### src/pmic_regs_pkg.sv
/*
 * Shared constants for the supply-path and event register bank:
 * register offsets, field positions, values after reset and timing.
 * Assumes an 8-bit register port driven by the serial management engine.
 */
package pmic_regs_pkg;
   localparam logic [7:0] IDENTITY_OFS = 8'h00;
   localparam logic [7:0] SUPPLY_PATH_OFS = 8'h01;
   localparam logic [7:0] EVENT_FLAGS_OFS = 8'h02;
   localparam logic [7:0] CHARGER_STATE_OFS = 8'h03;

   localparam logic [7:0] SUPPLY_PATH_RST = 8'h3d;
   localparam logic [7:0] EVENT_FLAGS_RST = 8'h80;
   localparam logic [7:0] CHARGER_STATE_RST = 8'h00;

   // Supply-path fields
   localparam int MAINS_SINK_BIT = 7;
   localparam int USB_SINK_BIT = 6;
   localparam int MAINS_EN_BIT = 5;
   localparam int USB_EN_BIT = 4;
   localparam int MAINS_LIM_LSB = 2;
   localparam int USB_LIM_LSB = 0;

   // Event register fields
   localparam int EV_RSVD_RW_BIT = 7;
   localparam int BUTTON_MASK_BIT = 6;
   localparam int MAINS_MASK_BIT = 5;
   localparam int USB_MASK_BIT = 4;
   localparam int EV_RSVD_RO_BIT = 3;
   localparam int BUTTON_FLAG_BIT = 2;
   localparam int MAINS_FLAG_BIT = 1;
   localparam int USB_FLAG_BIT = 0;
   localparam logic [7:0] EV_WRITE_MASK = 8'hf0;

   // Identity nibble ranges that must never be reported
   localparam logic [3:0] PART_RSVD_LO = 4'h9;
   localparam logic [3:0] PART_RSVD_HI = 4'hd;

   // Long button hold that returns registers to defaults
   localparam int unsigned CLK_FREQ_KHZ = 100_000;
   localparam int unsigned HOLD_TIME_MS = 8000;
   localparam int unsigned HOLD_CYCLES_DEF = HOLD_TIME_MS * CLK_FREQ_KHZ;
endpackage

### src/pmic_id_path_irq_regs.sv
/*
 * Identity, supply-path control and event register bank with sink
 * control, path enables, current limits and the host interrupt.
 * Assumes a synchronous 8-bit register port from the serial engine
 * and supply detection inputs synchronous to i_clk.
 */
`timescale 1ns/1ps
`default_nettype none
// Overview of operation
// - Read-only identity byte at 0x00: part code high, revision low.
// - Part code never takes the reserved values 1001b to 1101b.
// - Mains sink bit 0: mains sink on when USB valid and mains low.
// - USB sink bit 0: USB sink on when mains valid and USB low.
// - Both sink bits 1: both sinks forced off.
// - Bit 5 turns mains input off when 0, on when 1; resets 1.
// - Bit 4 suspends USB input when 0, on when 1; resets 1.
// - Bits 3-2 choose mains limit 100/500/1300/2500 mA; reset 11b.
// - Bits 1-0 choose USB limit 100/500/1300/1800 mA; reset 01b.
// - Button flag sets on a button input level change, except in the cycle after a return to defaults.
// - Mains flag sets when mains power is applied or removed.
// - USB flag sets when USB power is applied or removed.
// - Button mask bit 6 blocks button interrupts; resets 0.
// - Mains mask bit 5 blocks mains interrupts; resets 0.
// - USB mask bit 4 blocks USB interrupts; resets 0.
// - Event bit 7 reserved writable, resets 1; bit 3 reads 0.
// - Flags record transitions; present levels come out separately.
// - Supply path resets to 0x3D, event register to 0x80.
// - Charger state register at 0x03 resets to 0x00.
// - Defaults return on sleep, power-on, long hold, reset pin, fault.
module pmic_id_path_irq_regs
   import pmic_regs_pkg::*;
#(
   parameter logic [3:0] PART_CODE = 4'h4, // Value arbitrary
   parameter logic [3:0] SILICON_VERSION = 4'h3, // Value arbitrary
   parameter int unsigned HOLD_CYCLES = HOLD_CYCLES_DEF
) (
   input wire logic i_clk,
   input wire logic i_resetn,
   input wire logic [7:0] i_reg_addr,
   input wire logic i_reg_wr,
   input wire logic [7:0] i_reg_wdata,
   input wire logic i_reg_rd,
   input wire logic i_button_input,
   input wire logic i_mains_valid,
   input wire logic i_usb_valid,
   input wire logic i_mains_below_thr,
   input wire logic i_usb_below_thr,
   input wire logic [7:0] i_charger_state,
   input wire logic i_hard_reset_pin_n,
   input wire logic i_sleep_entry,
   input wire logic i_fault,
   output logic [7:0] o_reg_rdata,
   output logic o_reg_rvalid,
   output logic o_mains_sink_en,
   output logic o_usb_sink_en,
   output logic o_mains_path_enable,
   output logic o_usb_path_enable,
   output logic [1:0] o_mains_current_limit,
   output logic [1:0] o_usb_current_limit,
   output logic o_button_level,
   output logic o_mains_present,
   output logic o_usb_present,
   output logic o_irq
);
   localparam logic [7:0] IDENTITY = {PART_CODE, SILICON_VERSION};

   initial begin
      if (PART_CODE >= PART_RSVD_LO && PART_CODE <= PART_RSVD_HI) begin
         $error("Part code lies in the reserved range");
      end
      if (HOLD_CYCLES < 1 || HOLD_CYCLES > 32'h3fff_ffff) begin
         $error("Hold count out of range");
      end
   end

   logic [7:0] supply_path_reg;
   logic [3:0] ev_ctrl_reg;
   logic [7:0] charger_state_reg;
   logic [29:0] hold_cnt_reg;
   logic hold_done;
   logic defaults;
   logic ev_read;
   logic [2:0] flags;
   logic [7:0] event_view;
   logic [7:0] rdata_next;
   logic mains_ctrl;
   logic usb_ctrl;

   // Long button hold (input pulled low) counted in cycles
   always_ff @(posedge i_clk or negedge i_resetn) begin
      if (!i_resetn) begin
         hold_cnt_reg <= '0;
      end else if (i_button_input) begin
         hold_cnt_reg <= '0;
      end else if (!hold_done) begin
         hold_cnt_reg <= hold_cnt_reg + 30'h1;
      end
   end
   assign hold_done = hold_cnt_reg == 30'(HOLD_CYCLES);

   // Every source of a return to defaults but power-on acts as a synchronous clear
   assign defaults = !i_hard_reset_pin_n || i_sleep_entry || i_fault ||
      hold_done;

   assign ev_read = i_reg_rd && i_reg_addr == EVENT_FLAGS_OFS;

   always_ff @(posedge i_clk or negedge i_resetn) begin
      if (!i_resetn) begin
         supply_path_reg <= SUPPLY_PATH_RST;
      end else if (defaults) begin
         supply_path_reg <= SUPPLY_PATH_RST;
      end else if (i_reg_wr && i_reg_addr == SUPPLY_PATH_OFS) begin
         supply_path_reg <= i_reg_wdata;
      end
   end

   // Upper nibble of the event register: reserved bit and masks
   always_ff @(posedge i_clk or negedge i_resetn) begin
      if (!i_resetn) begin
         ev_ctrl_reg <= EVENT_FLAGS_RST[7:4];
      end else if (defaults) begin
         ev_ctrl_reg <= EVENT_FLAGS_RST[7:4];
      end else if (i_reg_wr && i_reg_addr == EVENT_FLAGS_OFS) begin
         ev_ctrl_reg <= i_reg_wdata[7:4] & EV_WRITE_MASK[7:4];
      end
   end

   always_ff @(posedge i_clk or negedge i_resetn) begin
      if (!i_resetn) begin
         charger_state_reg <= CHARGER_STATE_RST;
      end else if (defaults) begin
         charger_state_reg <= CHARGER_STATE_RST;
      end else begin
         charger_state_reg <= i_charger_state;
      end
   end

   change_flag_cell u_button_flag (
      .i_clk(i_clk),
      .i_resetn(i_resetn),
      .i_defaults(defaults),
      .i_level(i_button_input),
      .i_read_clear(ev_read),
      .o_flag(flags[2]),
      .o_level(o_button_level)
   );
   change_flag_cell u_mains_flag (
      .i_clk(i_clk),
      .i_resetn(i_resetn),
      .i_defaults(defaults),
      .i_level(i_mains_valid),
      .i_read_clear(ev_read),
      .o_flag(flags[1]),
      .o_level(o_mains_present)
   );
   change_flag_cell u_usb_flag (
      .i_clk(i_clk),
      .i_resetn(i_resetn),
      .i_defaults(defaults),
      .i_level(i_usb_valid),
      .i_read_clear(ev_read),
      .o_flag(flags[0]),
      .o_level(o_usb_present)
   );

   // Bit 3 is hard zero; levels are not mixed into the flags
   assign event_view = {ev_ctrl_reg, 1'b0, flags};

   always_comb begin
      case (i_reg_addr)
         IDENTITY_OFS: rdata_next = IDENTITY;
         SUPPLY_PATH_OFS: rdata_next = supply_path_reg;
         EVENT_FLAGS_OFS: rdata_next = event_view;
         CHARGER_STATE_OFS: rdata_next = charger_state_reg;
         default: rdata_next = 8'h00;
      endcase
   end

   // Read data holds until the next read
   always_ff @(posedge i_clk or negedge i_resetn) begin
      if (!i_resetn) begin
         o_reg_rdata <= 8'h00;
         o_reg_rvalid <= 1'b0;
      end else begin
         o_reg_rvalid <= i_reg_rd;
         if (i_reg_rd) begin
            o_reg_rdata <= rdata_next;
         end
      end
   end

   assign mains_ctrl = supply_path_reg[MAINS_SINK_BIT];
   assign usb_ctrl = supply_path_reg[USB_SINK_BIT];

   // Mixed control patterns leave the sink whose bit is set off; the
   // cheapest safe reading of a combination software must avoid
   always_ff @(posedge i_clk or negedge i_resetn) begin
      if (!i_resetn) begin
         o_mains_sink_en <= 1'b0;
         o_usb_sink_en <= 1'b0;
      end else begin
         o_mains_sink_en <= !mains_ctrl && i_usb_valid && i_mains_below_thr;
         o_usb_sink_en <= !usb_ctrl && i_mains_valid && i_usb_below_thr;
      end
   end

   always_ff @(posedge i_clk or negedge i_resetn) begin
      if (!i_resetn) begin
         o_mains_path_enable <= SUPPLY_PATH_RST[MAINS_EN_BIT];
         o_usb_path_enable <= SUPPLY_PATH_RST[USB_EN_BIT];
         o_mains_current_limit <= SUPPLY_PATH_RST[MAINS_LIM_LSB +: 2];
         o_usb_current_limit <= SUPPLY_PATH_RST[USB_LIM_LSB +: 2];
      end else begin
         o_mains_path_enable <= supply_path_reg[MAINS_EN_BIT];
         o_usb_path_enable <= supply_path_reg[USB_EN_BIT];
         o_mains_current_limit <= supply_path_reg[MAINS_LIM_LSB +: 2];
         o_usb_current_limit <= supply_path_reg[USB_LIM_LSB +: 2];
      end
   end

   // Level request, held while any unmasked flag stands
   always_ff @(posedge i_clk or negedge i_resetn) begin
      if (!i_resetn) begin
         o_irq <= 1'b0;
      end else begin
         o_irq <= |(flags & ~ev_ctrl_reg[2:0]);
      end
   end

   property p_identity_read;
      @(posedge i_clk) disable iff (!i_resetn)
      i_reg_rd && i_reg_addr == IDENTITY_OFS |=> o_reg_rvalid &&
         o_reg_rdata == IDENTITY;
   endproperty
   a_identity_read: assert property (p_identity_read)
      else $error("Identity read returned wrong byte");

   property p_part_code;
      @(posedge i_clk) disable iff (!i_resetn)
      o_reg_rvalid && $past(i_reg_addr) == IDENTITY_OFS |->
         !(o_reg_rdata[7:4] inside {[PART_RSVD_LO:PART_RSVD_HI]});
   endproperty
   a_part_code: assert property (p_part_code)
      else $error("Reserved part code reported");

   property p_mains_sink;
      @(posedge i_clk) disable iff (!i_resetn)
      !mains_ctrl && i_usb_valid && i_mains_below_thr |=> o_mains_sink_en;
   endproperty
   a_mains_sink: assert property (p_mains_sink)
      else $error("Mains sink not enabled");

   property p_usb_sink;
      @(posedge i_clk) disable iff (!i_resetn)
      !usb_ctrl && i_mains_valid && i_usb_below_thr |=> o_usb_sink_en;
   endproperty
   a_usb_sink: assert property (p_usb_sink)
      else $error("USB sink not enabled");

   property p_sinks_forced_off;
      @(posedge i_clk) disable iff (!i_resetn)
      (mains_ctrl && usb_ctrl) [*2] |-> !o_mains_sink_en && !o_usb_sink_en;
   endproperty
   a_sinks_forced_off: assert property (p_sinks_forced_off)
      else $error("Sink on while both forced off");

   property p_path_write;
      @(posedge i_clk) disable iff (!i_resetn || defaults)
      i_reg_wr && i_reg_addr == SUPPLY_PATH_OFS ##1 !defaults |=>
         o_mains_path_enable == $past(i_reg_wdata[MAINS_EN_BIT], 2) &&
         o_usb_current_limit == $past(i_reg_wdata[1:0], 2);
   endproperty
   a_path_write: assert property (p_path_write)
      else $error("Path outputs do not follow the write");

   property p_defaults;
      @(posedge i_clk) disable iff (!i_resetn)
      defaults |=> supply_path_reg == SUPPLY_PATH_RST &&
         ev_ctrl_reg == EVENT_FLAGS_RST[7:4] && flags == 3'h0;
   endproperty
   a_defaults: assert property (p_defaults)
      else $error("Registers not at defaults");

   property p_button_flag;
      @(posedge i_clk) disable iff (!i_resetn)
      $changed(o_button_level) && $past(!defaults) &&
         $past(u_button_flag.primed_reg) |-> flags[2];
   endproperty
   a_button_flag: assert property (p_button_flag)
      else $error("Button change not flagged");

   property p_event_read;
      @(posedge i_clk) disable iff (!i_resetn)
      ev_read |=> o_reg_rdata[EV_RSVD_RO_BIT] == 1'b0 &&
         o_reg_rdata[2:0] == $past(flags);
   endproperty
   a_event_read: assert property (p_event_read)
      else $error("Event read data wrong");

   property p_irq;
      @(posedge i_clk) disable iff (!i_resetn)
      ##1 o_irq == $past(
         (event_view[BUTTON_FLAG_BIT] && !event_view[BUTTON_MASK_BIT]) ||
         (event_view[MAINS_FLAG_BIT] && !event_view[MAINS_MASK_BIT]) ||
         (event_view[USB_FLAG_BIT] && !event_view[USB_MASK_BIT]));
   endproperty
   a_irq: assert property (p_irq)
      else $error("Interrupt does not match unmasked flags");

   c_button_irq: cover property (@(posedge i_clk) disable iff (!i_resetn)
      flags[2] && !ev_ctrl_reg[2] ##1 o_irq);
   c_flag_read: cover property (@(posedge i_clk) disable iff (!i_resetn)
      ev_read && flags[0] ##1 !flags[0]);
   c_mains_sink: cover property (@(posedge i_clk) disable iff (!i_resetn)
      o_mains_sink_en);
   c_long_hold: cover property (@(posedge i_clk) disable iff (!i_resetn)
      hold_done);
endmodule
`default_nettype wire

### src/change_flag_cell.sv
/*
 * One sticky change flag: sets on a level change of its input, except in the cycle after a reset or a return to defaults,
 * clears on a read of the flags or on a return to defaults.
 * Assumes the input is synchronous to i_clk.
 */
`timescale 1ns/1ps
`default_nettype none
module change_flag_cell (
   input wire logic i_clk,
   input wire logic i_resetn,
   input wire logic i_defaults,
   input wire logic i_level,
   input wire logic i_read_clear,
   output logic o_flag,
   output logic o_level
);
   logic primed_reg;
   logic change;

   // No edge is taken before the first sample after any reset
   assign change = primed_reg && (i_level != o_level);

   always_ff @(posedge i_clk or negedge i_resetn) begin
      if (!i_resetn) begin
         primed_reg <= 1'b0;
         o_level <= 1'b0;
      end else begin
         primed_reg <= !i_defaults;
         o_level <= i_level;
      end
   end

   // Set wins over a read clear so no change is lost
   always_ff @(posedge i_clk or negedge i_resetn) begin
      if (!i_resetn) begin
         o_flag <= 1'b0;
      end else if (i_defaults) begin
         o_flag <= 1'b0;
      end else if (change) begin
         o_flag <= 1'b1;
      end else if (i_read_clear) begin
         o_flag <= 1'b0;
      end
   end
endmodule
`default_nettype wire

### config.mk
export PLATFORM = sky130hd
export DESIGN_NAME = pmic_id_path_irq_regs
export DESIGN_NICKNAME = d
export VERILOG_FILES = /design/src/pmic_regs_pkg.sv /design/src/pmic_id_path_irq_regs.sv /design/src/change_flag_cell.sv
export SDC_FILE = /design/constraint.sdc
export NUM_CORES = 1
export LEC_CHECK = 0
export BUFFER_PORTS_ARGS = -buffer_cell sky130_fd_sc_hd__buf_4
export CAP_MARGIN = 15
export CORE_ASPECT_RATIO = 0.75
export CORE_MARGIN = 5
export CORE_UTILIZATION = 56
export CTS_CLUSTER_SIZE = 10
export DETAILED_ROUTE_END_ITERATION = 16
export HOLD_SLACK_MARGIN = 0.06
export PLACE_DENSITY = 0.77
export SLEW_MARGIN = 0
export SYNTH_ARGS = -nofsm -noshare
export SYNTH_HDL_FRONTEND = slang
export SYNTH_SLANG_ARGS = --single-unit
### constraint.sdc
create_clock -name i_clk -period 2.41 [get_ports i_clk]
set_input_delay 0.482 -clock i_clk [delete_from_list [all_inputs] [get_ports i_clk]]
set_output_delay 0.482 -clock i_clk [all_outputs]
set_load 0.1 [all_outputs]
Word-level counts from Yosys, hierarchy flattened
Index checks and enable logic that the tools add are counted.

cells by class
  add/sub/neg operators = 1
  $mul = 0
  divide/modulo/power cells = 0
  $lt $le $gt $ge = 0
  equality and inequality tests = 8
  shifts and indexed selects = 0
  multiplexer cells = 15
  bitwise operators = 2
  reductions and logical operators = 24

operators with widths
  cell                   count
  $mux 30                2
  $pmux 8 s4             1
  $add 30x1->30 const B  1
  $eq 30x30->1 const B   1
  $mux 8                 3
  $eq 8x2->1 const B     2
  $logic_and 1x1->1      10
  $reduce_bool 3->1      3
  $eq 8x1->1 const B     1
  $logic_not 8->1        1
  $mux 4                 2
  $mux 1                 7
  $logic_not 1->1        4
  $reduce_bool 2->1      2
  $and 3x3->3            1
  $logic_or 1x1->1       3
  $ne 1x1->1             3
  $not 3->3              1
  $reduce_or 3->1        1
  $ne 2x2->1 const B     1

storage, ports and cells
  flip-flop bits (word level) = 75
  bits in latches = 0
  memory bits (writable) = 0
  bits in read-only memories = 0
  input port bits = 36
  logic and storage cells = 70
  memories = 0

Logic depth before layout (Yosys ltp)
Gate-level depths: netlist (run 1).

  depth after elaboration = 5
  depth in mapped cells = 8
  mapped depth without buffers = 7

Hierarchy
A second synthesis (run 1) with hierarchy kept.

second synthesis, totals
  cell total of the unflattened synthesis = 329
  area total of the unflattened synthesis = 3549.7 um^2

by module, submodules not included
  module                 times used  cells each  area each (um^2)  seq. area each (um^2)
  pmic_id_path_irq_regs  1           308         3238.1            1715.4
  change_flag_cell       3           7           103.8             75.1

Worst setup path after synthesis (run 1)
Ideal clock, no wire load.

  path kind = register to register
  from = register hold_cnt_reg[0]
  to = register charger_state_reg[4]
  setup time = 0.119 ns
  arrival time = 1.901 ns
  data required time = 2.291 ns
  slack = 0.390 ns
  stages on the path, launching flop included = 9
  buffers on the path = 1
  clock period less this slack = 2.020 ns
  path through = dfrtp_1 inv_1 ha_1 nor4bb_1 nand4_1 o21ai_2 inv_1 clkbuf_1 and2_1

between the ends
  longest elaborated chain between the ends = 3

ends and longest elaborated chain
  element                   line                          source
  start: declaration        pmic_id_path_irq_regs.sv:79   logic [29:0] hold_cnt_reg;
  start signal: assignment  pmic_id_path_irq_regs.sv:96   hold_cnt_reg <= hold_cnt_reg + 30'h1;
  $eq 30x30->1              pmic_id_path_irq_regs.sv:99   assign hold_done = hold_cnt_reg == 30'(HOLD_CYCLES);
  $logic_or 1x1->1          pmic_id_path_irq_regs.sv:102  assign defaults = !i_hard_reset_pin_n || i_sleep_entry || i_fault ||
  $mux 8                    pmic_id_path_irq_regs.sv:131  end else if (defaults) begin
  end signal: assignment    pmic_id_path_irq_regs.sv:134  charger_state_reg <= i_charger_state;
  end: declaration          pmic_id_path_irq_regs.sv:78   logic [7:0] charger_state_reg;

No other way between the ends.
A chain may end at the register's enable or synchronous reset.

Worst setup path in the final report (run 1)
  from = register hold_cnt_reg[0]
  to = register hold_cnt_reg[24]

between the ends
  longest elaborated chain between the ends = 3
  elaborated cells between the ends (all ways) = 5
  those cells by class = add/sub: 1; eq/ne: 2; mux: 2

ends and longest elaborated chain
  element        line                         source
  $add 30x1->30  pmic_id_path_irq_regs.sv:96
  $mux 30        pmic_id_path_irq_regs.sv:95  end else if (!hold_done) begin
  $mux 30        pmic_id_path_irq_regs.sv:93  end else if (i_button_input) begin

Several ways; a longest one is shown, not always the timed one. The select of a mux whose other input is x is not followed.

==> impl_metrics.prom, run 1 <==
# TYPE chip_impl_metric gauge
chip_impl_metric{name="worstMarginPinSlew",unit="ns"} 0.5104
chip_impl_metric{name="worstRegToRegCells",unit=""} 5
chip_impl_info{name="kind_of_critical_path",value="reg2reg"} 1
chip_impl_metric{name="critPathMaxFanout",unit=""} 8
chip_impl_info{name="run_status",value="finished, final reports clean"} 1
chip_impl_metric{name="part_of_the_yosys_area_used_for_sequential_elements",unit="%"} 54.85
chip_impl_metric{name="power_density",unit="nW/µm²"} 625.5
chip_impl_metric{name="cts_htree_levels",unit=""} 3
chip_impl_metric{name="core_region_area",unit="µm²"} 5886
chip_impl_metric{name="synth.ff_latch_count",unit=""} 75
chip_impl_metric{name="via_per_inst",unit=""} 5.793
chip_impl_metric{name="postSynthCellCount",unit=""} 324
chip_impl_metric{name="hold_violations",unit=""} 0
chip_impl_metric{name="post-dp-hpwl",unit="µm"} 5860
chip_impl_metric{name="post_synthesis_cell_area",unit="µm²"} 3447
chip_impl_info{name="synth_top_cell_by_area",value="sky130_fd_sc_hd__dfrtp_1"} 1
chip_impl_metric{name="synthDominantCellAreaShare",unit="%"} 46.46
chip_impl_metric{name="routed-via-count",unit=""} 2717
chip_impl_info{name="synth_most_common_cell",value="sky130_fd_sc_hd__dfrtp_1"} 1
chip_impl_metric{name="total_leakage_power",unit="nW"} 1.929
chip_impl_metric{name="synth.net_count",unit=""} 362
chip_impl_metric{name="cts_hold_buf",unit=""} 0
chip_impl_info{name="setup.worst_path.start_class",value="flip-flop"} 1
chip_impl_metric{name="clkLatencyLatePin",unit="ns"} 0.34
chip_impl_info{name="yosys_most_used_dff",value="sky130_fd_sc_hd__dfrtp_1"} 1
chip_impl_metric{name="drc_errors",unit=""} 0
chip_impl_info{name="post_synth_most_frequent_cells",value="sky130_fd_sc_hd__dfrtp_1, sky130_fd_sc_hd__nor2_1, sky130_fd_sc_hd__nand2_1"} 1
chip_impl_info{name="timing.hold.worst.class",value="in2async"} 1
chip_impl_info{name="clock_tree_from_tritoncts",value="built"} 1
chip_impl_metric{name="crit_arrival",unit="ns"} 2.40
chip_impl_metric{name="antenna-diode-count",unit=""} 0
chip_impl_metric{name="period_minus_slack",unit="ns"} 2.128
chip_impl_metric{name="grt_overflow",unit=""} 0
chip_impl_info{name="timing.critical_path.from",value="hold_cnt_reg[0]"} 1
chip_impl_metric{name="floorplan.rows",unit=""} 24
chip_impl_metric{name="syn-mean-instance-area",unit="µm²"} 10.64
chip_impl_metric{name="final_net_count",unit=""} 424
chip_impl_metric{name="top_level_ports",unit=""} 57
chip_impl_metric{name="ys_warn_count",unit=""} 0
chip_impl_metric{name="grt_start_max_net_pins",unit=""} 43
chip_impl_metric{name="worst_setup_hold_path_clk_slew",unit="ns"} 0.08
chip_impl_metric{name="post-cts-setup-buffer-count",unit=""} 0
chip_impl_metric{name="grt_first_pass_wirelength",unit="µm"} 13410
chip_impl_metric{name="cts-root-to-sink-buffers",unit=""} 2
chip_impl_info{name="cts.root.buffer_cell",value="sky130_fd_sc_hd__clkbuf_8"} 1
chip_impl_metric{name="asyncSetResetFlopFracSynth",unit="%"} 100.0
chip_impl_metric{name="die_width",unit="µm"} 100.6
chip_impl_metric{name="finalMaxSlewViolations",unit=""} 0
chip_impl_metric{name="initial_drt_pass_iterations",unit=""} 5
chip_impl_metric{name="ctsResizeCount",unit=""} 0
chip_impl_metric{name="timing.final.setup_violations",unit=""} 0
chip_impl_info{name="r2r-start",value="hold_cnt_reg[0]"} 1
chip_impl_metric{name="antenna_found_initial",unit=""} 0
chip_impl_metric{name="syn2layout_area_growth",unit="%"} 22.32
chip_impl_metric{name="placedCellCount",unit=""} 453
chip_impl_metric{name="power",unit="W"} 0.002638
chip_impl_metric{name="total_routing_resource_utilization_after_global_routing",unit="%"} 21.73
chip_impl_info{name="rsz0062_at_grt",value="false"} 1
chip_impl_metric{name="final_period_util",unit="%"} 88.28
chip_impl_metric{name="first_global_vias",unit=""} 2669
chip_impl_metric{name="finalClockSkew",unit="ns"} 0.007541
chip_impl_metric{name="utilization",unit="%"} 71.64
chip_impl_metric{name="totalNegativeSetupSlack",unit="ns"} 0
chip_impl_metric{name="synth-edff-count",unit=""} 0
chip_impl_metric{name="timing.fmax",unit="GHz"} 0.4700
chip_impl_metric{name="cts_sinks",unit=""} 75
chip_impl_metric{name="cts-buffers-inserted",unit=""} 9
chip_impl_metric{name="maxCapViolCount",unit=""} 0
chip_impl_metric{name="port-buffer-count",unit=""} 56
chip_impl_metric{name="timing.slew.headroom",unit="%"} 65.66
chip_impl_metric{name="die-area",unit="µm²"} 7841
chip_impl_metric{name="initial_utilization",unit="%"} 58.57
chip_impl_metric{name="synth_cell_type_count",unit=""} 44
chip_impl_info{name="main_area_contributors_after_synthesis",value="sky130_fd_sc_hd__dfrtp_1, sky130_fd_sc_hd__dfstp_2, sky130_fd_sc_hd__mux2i_1, sky130_fd_sc_hd__xor2_1, sky130_fd_sc_hd__nor2_1"} 1
chip_impl_info{name="endpoint_kind",value="flip-flop"} 1
chip_impl_metric{name="drt-wirelength-per-cell",unit="µm"} 17.02
chip_impl_metric{name="routed_wirelength",unit="µm"} 7983
chip_impl_metric{name="die_y",unit="µm"} 77.95
chip_impl_metric{name="detailedRoute.firstIterationViolations",unit=""} 168
chip_impl_metric{name="cp_data_required_time",unit="ns"} 2.68
chip_impl_metric{name="drtAntennaViolNets",unit=""} 0
chip_impl_metric{name="finalWeightedCongestion",unit=""} 0.8343
chip_impl_metric{name="layout-drive-gt1-share",unit="%"} 26.34
chip_impl_metric{name="largest_register_ff_count",unit=""} 30
chip_impl_metric{name="irDropWorstVdd",unit="µV"} 539.7
chip_impl_metric{name="finalNonFillerCells",unit=""} 469
[cells by family (layout without fill, tap and decap cells)]
family | count (synthesis) | after routing | share of synthesized area, %
flip-flops | 75 | 75 | 54.85
adder cells (fa/ha/maj) | 2 | 2 | 0.7258
XOR/XNOR | 15 | 15 | 3.811
AND/OR/NAND/NOR | 131 | 131 | 21.27
AO/OA/AOI/OAI | 52 | 52 | 9.728
multiplexers | 22 | 22 | 6.642
buffers and inverters | 27 | 94 | 2.976
[power breakdown]
part           internal [W]  switching [W]  total [W]
registers           0.00127      0.0000110    0.00128
logic             0.0000729       0.000132   0.000204
clock network      0.000692       0.000458    0.00115
[area by class of cell]
type / instances / area [µm²]
inverter: 17 / 63.81
multi-input combinational: 222 / 1454
clock buffer: 10 / 127.6
fill: 458 / 1669
sequential: 75 / 1891
clock inverter: 6 / 112.6
timing repair buffer: 61 / 470.5
tap: 78 / 97.59
[critical path, cell delays in order, from the launching register on]
cell and delay (ns):
sky130_fd_sc_hd__dfrtp_1 0.43, sky130_fd_sc_hd__ha_1 0.24, sky130_fd_sc_hd__and4_1 0.36, sky130_fd_sc_hd__nand3_1 0.28, sky130_fd_sc_hd__or4_1 0.58, sky130_fd_sc_hd__a21oi_1 0.16
[path summary, 6_finish.rpt]
| check | to | slack (ns) |
|---|---|---|
| min in group i_clk | u_mains_flag.o_level | 0.27 |
| max in group asynchronous | o_usb_path_enable | 1.71 |
| max | hold_cnt_reg[24] | 0.28 |
| min | hold_cnt_reg[14] | 0.08 |
| min reg2reg | o_mains_current_limit[1] | 0.38 |
| max reg2reg | hold_cnt_reg[24] | 0.28 |
[per-layer routing]
| metal | track usage [%] | up-vias | share of wire (%) |
|---|---|---|---|
| met1 | 32.69 | 1347 | 46 |
| met2 | 31.27 | 71 | 47 |
| li1 | - | 1295 | - |
| met5 | 0 | - | 0 |
| met4 | 7.133 | 0 | 0.69 |
| met3 | 4.570 | 4 | 6.1 |
[per-stage QoR]
| stage | setup slack [ns] | hold slack [ns] | cell area, µm² |
|---|---|---|---|
| finish | 0.2825 | 0.07607 | 4217 |
| detailed placement | 0.3372 | 0.3650 | 3976 |
| global placement | 0.3983 | 0.3637 | 3976 |
| CTS | 0.2949 | 0.09076 | 4217 |
| global route | 0.1498 | 0.1022 | 4217 |
| floorplan | 0.3897 | 0.1864 | 3447 |
[placed cells by master (no fill, tap or decap), drive strengths merged, types with 2 or more instances in the layout]
master   instances
inv             18
mux2             7
nand3           10
nor2b            5
ha               2
xor2            12
nand2           23
o22ai            4
nor4b            2
and4             7
mux2i           15
nor3             6
buf             61
a31o             3
nand4           16
o2111ai          3
o31ai            4
and3             4
and2            13
clkbuf          10
o21ai           11
or3              4
nand2b           3
xnor2            3
a211oi           2
nor2            26
bufinv           3
clkinv           2
a21oi           15
or4              5
dfrtp           64
dfstp           11
nor4             4
a22oi            7
(Power assumes the default switching activity.)
==> run 2, diff against run 1 <==
--- a/config.mk
+++ b/config.mk
@@ -5,15 +5,15 @@
 export SDC_FILE = /design/constraint.sdc
 export NUM_CORES = 1
 export LEC_CHECK = 0
+export ABC_AREA = 1
 export BUFFER_PORTS_ARGS = -buffer_cell sky130_fd_sc_hd__buf_4
 export CAP_MARGIN = 15
 export CORE_ASPECT_RATIO = 0.75
-export CORE_MARGIN = 5
-export CORE_UTILIZATION = 56
+export CORE_UTILIZATION = 57
 export CTS_CLUSTER_SIZE = 10
 export DETAILED_ROUTE_END_ITERATION = 16
 export HOLD_SLACK_MARGIN = 0.06
-export PLACE_DENSITY = 0.77
+export PLACE_DENSITY = 0.78
 export SLEW_MARGIN = 0
 export SYNTH_ARGS = -nofsm -noshare
 export SYNTH_HDL_FRONTEND = slang
==> impl_metrics.prom, run 2 <==
# TYPE chip_impl_metric gauge
chip_impl_info{name="run_status",value="finished, final reports clean"} 1
chip_impl_metric{name="antenna-diode-count",unit=""} 0
chip_impl_metric{name="irDropWorstVdd",unit="µV"} 375.0
chip_impl_metric{name="ctsResizeCount",unit=""} 0
chip_impl_metric{name="die_width",unit="µm"} 97.09
chip_impl_metric{name="critPathMaxFanout",unit=""} 5
chip_impl_metric{name="grt_first_pass_wirelength",unit="µm"} 15880
chip_impl_metric{name="cts-root-to-sink-buffers",unit=""} 2
chip_impl_metric{name="net-switching-power",unit="W"} 0.0006623
chip_impl_metric{name="timing.fmax",unit="GHz"} 0.5998
chip_impl_metric{name="power_frac_comb",unit="%"} 8.0
chip_impl_info{name="endpoint_kind",value="flip-flop"} 1
chip_impl_info{name="setup.worst_path.start_class",value="flip-flop"} 1
chip_impl_metric{name="largest_register_ff_count",unit=""} 30
chip_impl_metric{name="total_routing_resource_utilization_after_global_routing",unit="%"} 28.68
chip_impl_metric{name="worstMarginPinSlew",unit="ns"} 0.6882
chip_impl_metric{name="totalNegativeSetupSlack",unit="ns"} 0
chip_impl_info{name="most_common_cell_after_layout_fill_and_taps_aside",value="sky130_fd_sc_hd__nand2_1"} 1
chip_impl_info{name="timing.critical_path.slowest_stage_cell",value="sky130_fd_sc_hd__dfrtp_1"} 1
chip_impl_metric{name="die-area",unit="µm²"} 7117
chip_impl_metric{name="drtAntennaViolNets",unit=""} 0
chip_impl_metric{name="drc_errors",unit=""} 0
chip_impl_metric{name="crit_arrival",unit="ns"} 1.90
chip_impl_info{name="gr-max-usage-layer",value="met2"} 1
chip_impl_metric{name="post-cts-setup-buffer-count",unit=""} 0
chip_impl_metric{name="finalWeightedCongestion",unit=""} 0.9192
chip_impl_metric{name="grt_start_max_net_pins",unit=""} 57
chip_impl_metric{name="synth_cell_type_count",unit=""} 29
chip_impl_metric{name="period_minus_slack",unit="ns"} 1.667
chip_impl_metric{name="total_leakage_power",unit="nW"} 2.207
chip_impl_metric{name="floorplan.rows",unit=""} 25
chip_impl_metric{name="core_region_area",unit="µm²"} 6412
chip_impl_metric{name="initial_utilization",unit="%"} 60.27
chip_impl_metric{name="ys_warn_count",unit=""} 0
chip_impl_metric{name="cts_hold_buf",unit=""} 0
chip_impl_info{name="crit_path_cell_trace",value="ha_1, nand3_2, nor2_1, nand3_1, xor2_1, nor2_1"} 1
chip_impl_metric{name="syn-mean-instance-area",unit="µm²"} 7.306
chip_impl_metric{name="cts_sinks",unit=""} 75
chip_impl_metric{name="synth.ff_latch_count",unit=""} 75
chip_impl_metric{name="layout-drive-gt1-share",unit="%"} 17.11
chip_impl_metric{name="syn2layout_area_growth",unit="%"} 19.13
chip_impl_metric{name="asyncSetResetFlopFracSynth",unit="%"} 100.0
chip_impl_metric{name="finalInstanceArea",unit="µm²"} 4604
chip_impl_metric{name="grt_overflow",unit=""} 0
chip_impl_metric{name="drt-wirelength-per-cell",unit="µm"} 13.98
chip_impl_metric{name="timing.final.setup_violations",unit=""} 0
chip_impl_metric{name="first_global_vias",unit=""} 3414
chip_impl_info{name="clock_tree_from_tritoncts",value="built"} 1
chip_impl_metric{name="die_y",unit="µm"} 73.31
chip_impl_metric{name="multi_input_combinational_cell_area",unit="µm²"} 1713
chip_impl_info{name="timing.hold.worst.class",value="in2async"} 1
chip_impl_metric{name="power_report.internal_total",unit="W"} 0.001954
chip_impl_metric{name="clkLatencyLatePin",unit="ns"} 0.35
chip_impl_metric{name="synthDominantCellAreaShare",unit="%"} 41.44
chip_impl_metric{name="finalMaxSlewViolations",unit=""} 0
chip_impl_metric{name="grt.met2_usage",unit="%"} 43.51
chip_impl_metric{name="post_synthesis_cell_area",unit="µm²"} 3865
chip_impl_metric{name="antenna_found_initial",unit=""} 0
chip_impl_info{name="critical-path-top-delay-family",value="simple AND/OR/NAND/NOR gates"} 1
chip_impl_metric{name="final_period_util",unit="%"} 69.17
chip_impl_metric{name="port-buffer-count",unit=""} 56
chip_impl_metric{name="top_level_ports",unit=""} 57
chip_impl_info{name="main_area_contributors_after_synthesis",value="sky130_fd_sc_hd__dfrtp_1, sky130_fd_sc_hd__nand2_1, sky130_fd_sc_hd__nor2_1, sky130_fd_sc_hd__dfstp_2, sky130_fd_sc_hd__inv_1"} 1
chip_impl_metric{name="timing.slew.headroom",unit="%"} 54.12
chip_impl_metric{name="routed_wirelength",unit="µm"} 9466
chip_impl_metric{name="initial_drt_pass_iterations",unit=""} 5
chip_impl_info{name="rsz0062_at_grt",value="false"} 1
chip_impl_metric{name="maxCapViolCount",unit=""} 0
chip_impl_metric{name="via_per_inst",unit=""} 5.301
chip_impl_metric{name="power_frac_seq",unit="%"} 49.1
chip_impl_info{name="yosys_most_used_dff",value="sky130_fd_sc_hd__dfrtp_1"} 1
chip_impl_info{name="timing.critical_path.mode_cell",value="sky130_fd_sc_hd__nor2_1"} 1
chip_impl_metric{name="crit_buf_inv",unit=""} 0
chip_impl_metric{name="routed-via-count",unit=""} 3589
chip_impl_metric{name="use_met3",unit="%"} 7.231
chip_impl_metric{name="seq_area",unit="µm²"} 1891
chip_impl_metric{name="final_net_count",unit=""} 629
chip_impl_info{name="kind_of_critical_path",value="reg2reg"} 1
chip_impl_metric{name="part_of_the_yosys_area_used_for_sequential_elements",unit="%"} 48.92
chip_impl_metric{name="finalClockSkew",unit="ns"} 0.007455
chip_impl_metric{name="power_density",unit="nW/µm²"} 568.1
chip_impl_info{name="synth_top_cell_by_area",value="sky130_fd_sc_hd__dfrtp_1"} 1
chip_impl_metric{name="detailedRoute.firstIterationViolations",unit=""} 292
chip_impl_info{name="post_synth_most_frequent_cells",value="sky130_fd_sc_hd__nand2_1, sky130_fd_sc_hd__nor2_1, sky130_fd_sc_hd__dfrtp_1"} 1
chip_impl_info{name="cts.root.buffer_cell",value="sky130_fd_sc_hd__clkbuf_8"} 1
chip_impl_info{name="synth_most_common_cell",value="sky130_fd_sc_hd__nand2_1"} 1
chip_impl_metric{name="synth-edff-count",unit=""} 0
chip_impl_info{name="mostFrequentLayoutCells",value="sky130_fd_sc_hd__nand2_1, sky130_fd_sc_hd__nor2_1, sky130_fd_sc_hd__dfrtp_1"} 1
chip_impl_metric{name="cts_htree_levels",unit=""} 3
chip_impl_metric{name="hold_violations",unit=""} 0
chip_impl_metric{name="nFillCells",unit=""} 492
chip_impl_metric{name="post-dp-hpwl",unit="µm"} 6943
chip_impl_metric{name="dpl_cell_area",unit="µm²"} 4365
chip_impl_metric{name="cp_data_required_time",unit="ns"} 2.64
chip_impl_metric{name="synth.net_count",unit=""} 567
chip_impl_metric{name="worst_setup_hold_path_clk_slew",unit="ns"} 0.08
chip_impl_metric{name="postSynthCellCount",unit=""} 529
chip_impl_metric{name="clock_power_share",unit="%"} 42.9
chip_impl_metric{name="critical-path-max-stage-delay",unit="ns"} 0.44
chip_impl_metric{name="cts-buffers-inserted",unit=""} 9
chip_impl_metric{name="p_sw_share",unit="%"} 25.32
chip_impl_metric{name="grt_use_met1",unit="%"} 40.44
==> run 2: cells by family (layout without fill, tap and decap cells) <==
family | count (synthesis) | in the layout | share of synthesized area, %
xor gates and xnor gates | 5 | 5 | 1.133
AOI/OAI and AO/OA | 47 | 47 | 6.410
and+or+nand+nor | 334 | 334 | 36.13
DFF | 75 | 75 | 48.92
buffers and inverters | 66 | 133 | 6.766
adders and majority gates | 2 | 2 | 0.6474
==> run 2: path summary, 6_finish.rpt <==
check,cells past startpoint,endpoint,slack (ns),startpoint
setup / recovery,6,hold_cnt_reg[14],0.74,hold_cnt_reg[0]
hold / removal,1,o_mains_sink_en,0.17,i_resetn
setup reg to reg,6,hold_cnt_reg[14],0.74,hold_cnt_reg[0]
hold reg to reg,0,o_mains_current_limit[1],0.39,supply_path_reg[3]
max in group asynchronous,2,hold_cnt_reg[16],1.57,i_resetn
min in group i_clk,1,u_usb_flag.o_level,0.27,i_usb_valid
==> run 2: area by class of cell <==
type | count | area share (%)
sequential | 75 | 41.06
multi-input combinational | 388 | 37.20
timing repair buffer | 59 | 9.620
inverter | 58 | 4.728
clock buffer | 11 | 3.777
tap | 81 | 2.201
clock inverter | 5 | 1.413
==> run 2: power groups by stage <==
stage | Clock, W | Sequential, W | Combinational [W]
finish | 0.00112 | 0.00129 | 0.000208
global placement | 0 | 0.00131 | 0.000204
detailed placement | 0 | 0.00131 | 0.000209
CTS | 0.00113 | 0.00128 | 0.000210
global route | 0.00118 | 0.00129 | 0.000229
floorplan | 0 | 0.00135 | 0.0000616
==> run 2: metal layers <==
layer | vias up | wire length (µm)
met2 | 163 | 4028
met4 | 0 | 147
met1 | 1633 | 4445
met5 | - | 0
met3 | 16 | 844
li1 | 1777 | -
==> run 2: per-stage QoR <==
stage          util, %  hold WS [ns]  instances  power (W)  setup WS [ns]
2_1_floorplan        -        0.1864        529   0.001414          1.011
5_1_grt          71.80        0.2214        677   0.002698         0.6030
3_5_place_dp     68.08        0.3720        661   0.001518         0.4997
6_report         71.80        0.1694        677   0.002616         0.7429
4_1_cts          71.80        0.1981        677   0.002627         0.7634
3_3_place_gp     68.08        0.3716        661   0.001512         0.6065
==> run 2: worst reg2reg max path: cells and delay by family, from the launching register on <==
kind | cells | cell delay, ns
and+or+nand+nor | 4 | 0.71
DFF | 1 | 0.44
adders and majority gates | 1 | 0.23
xor gates and xnor gates | 1 | 0.18
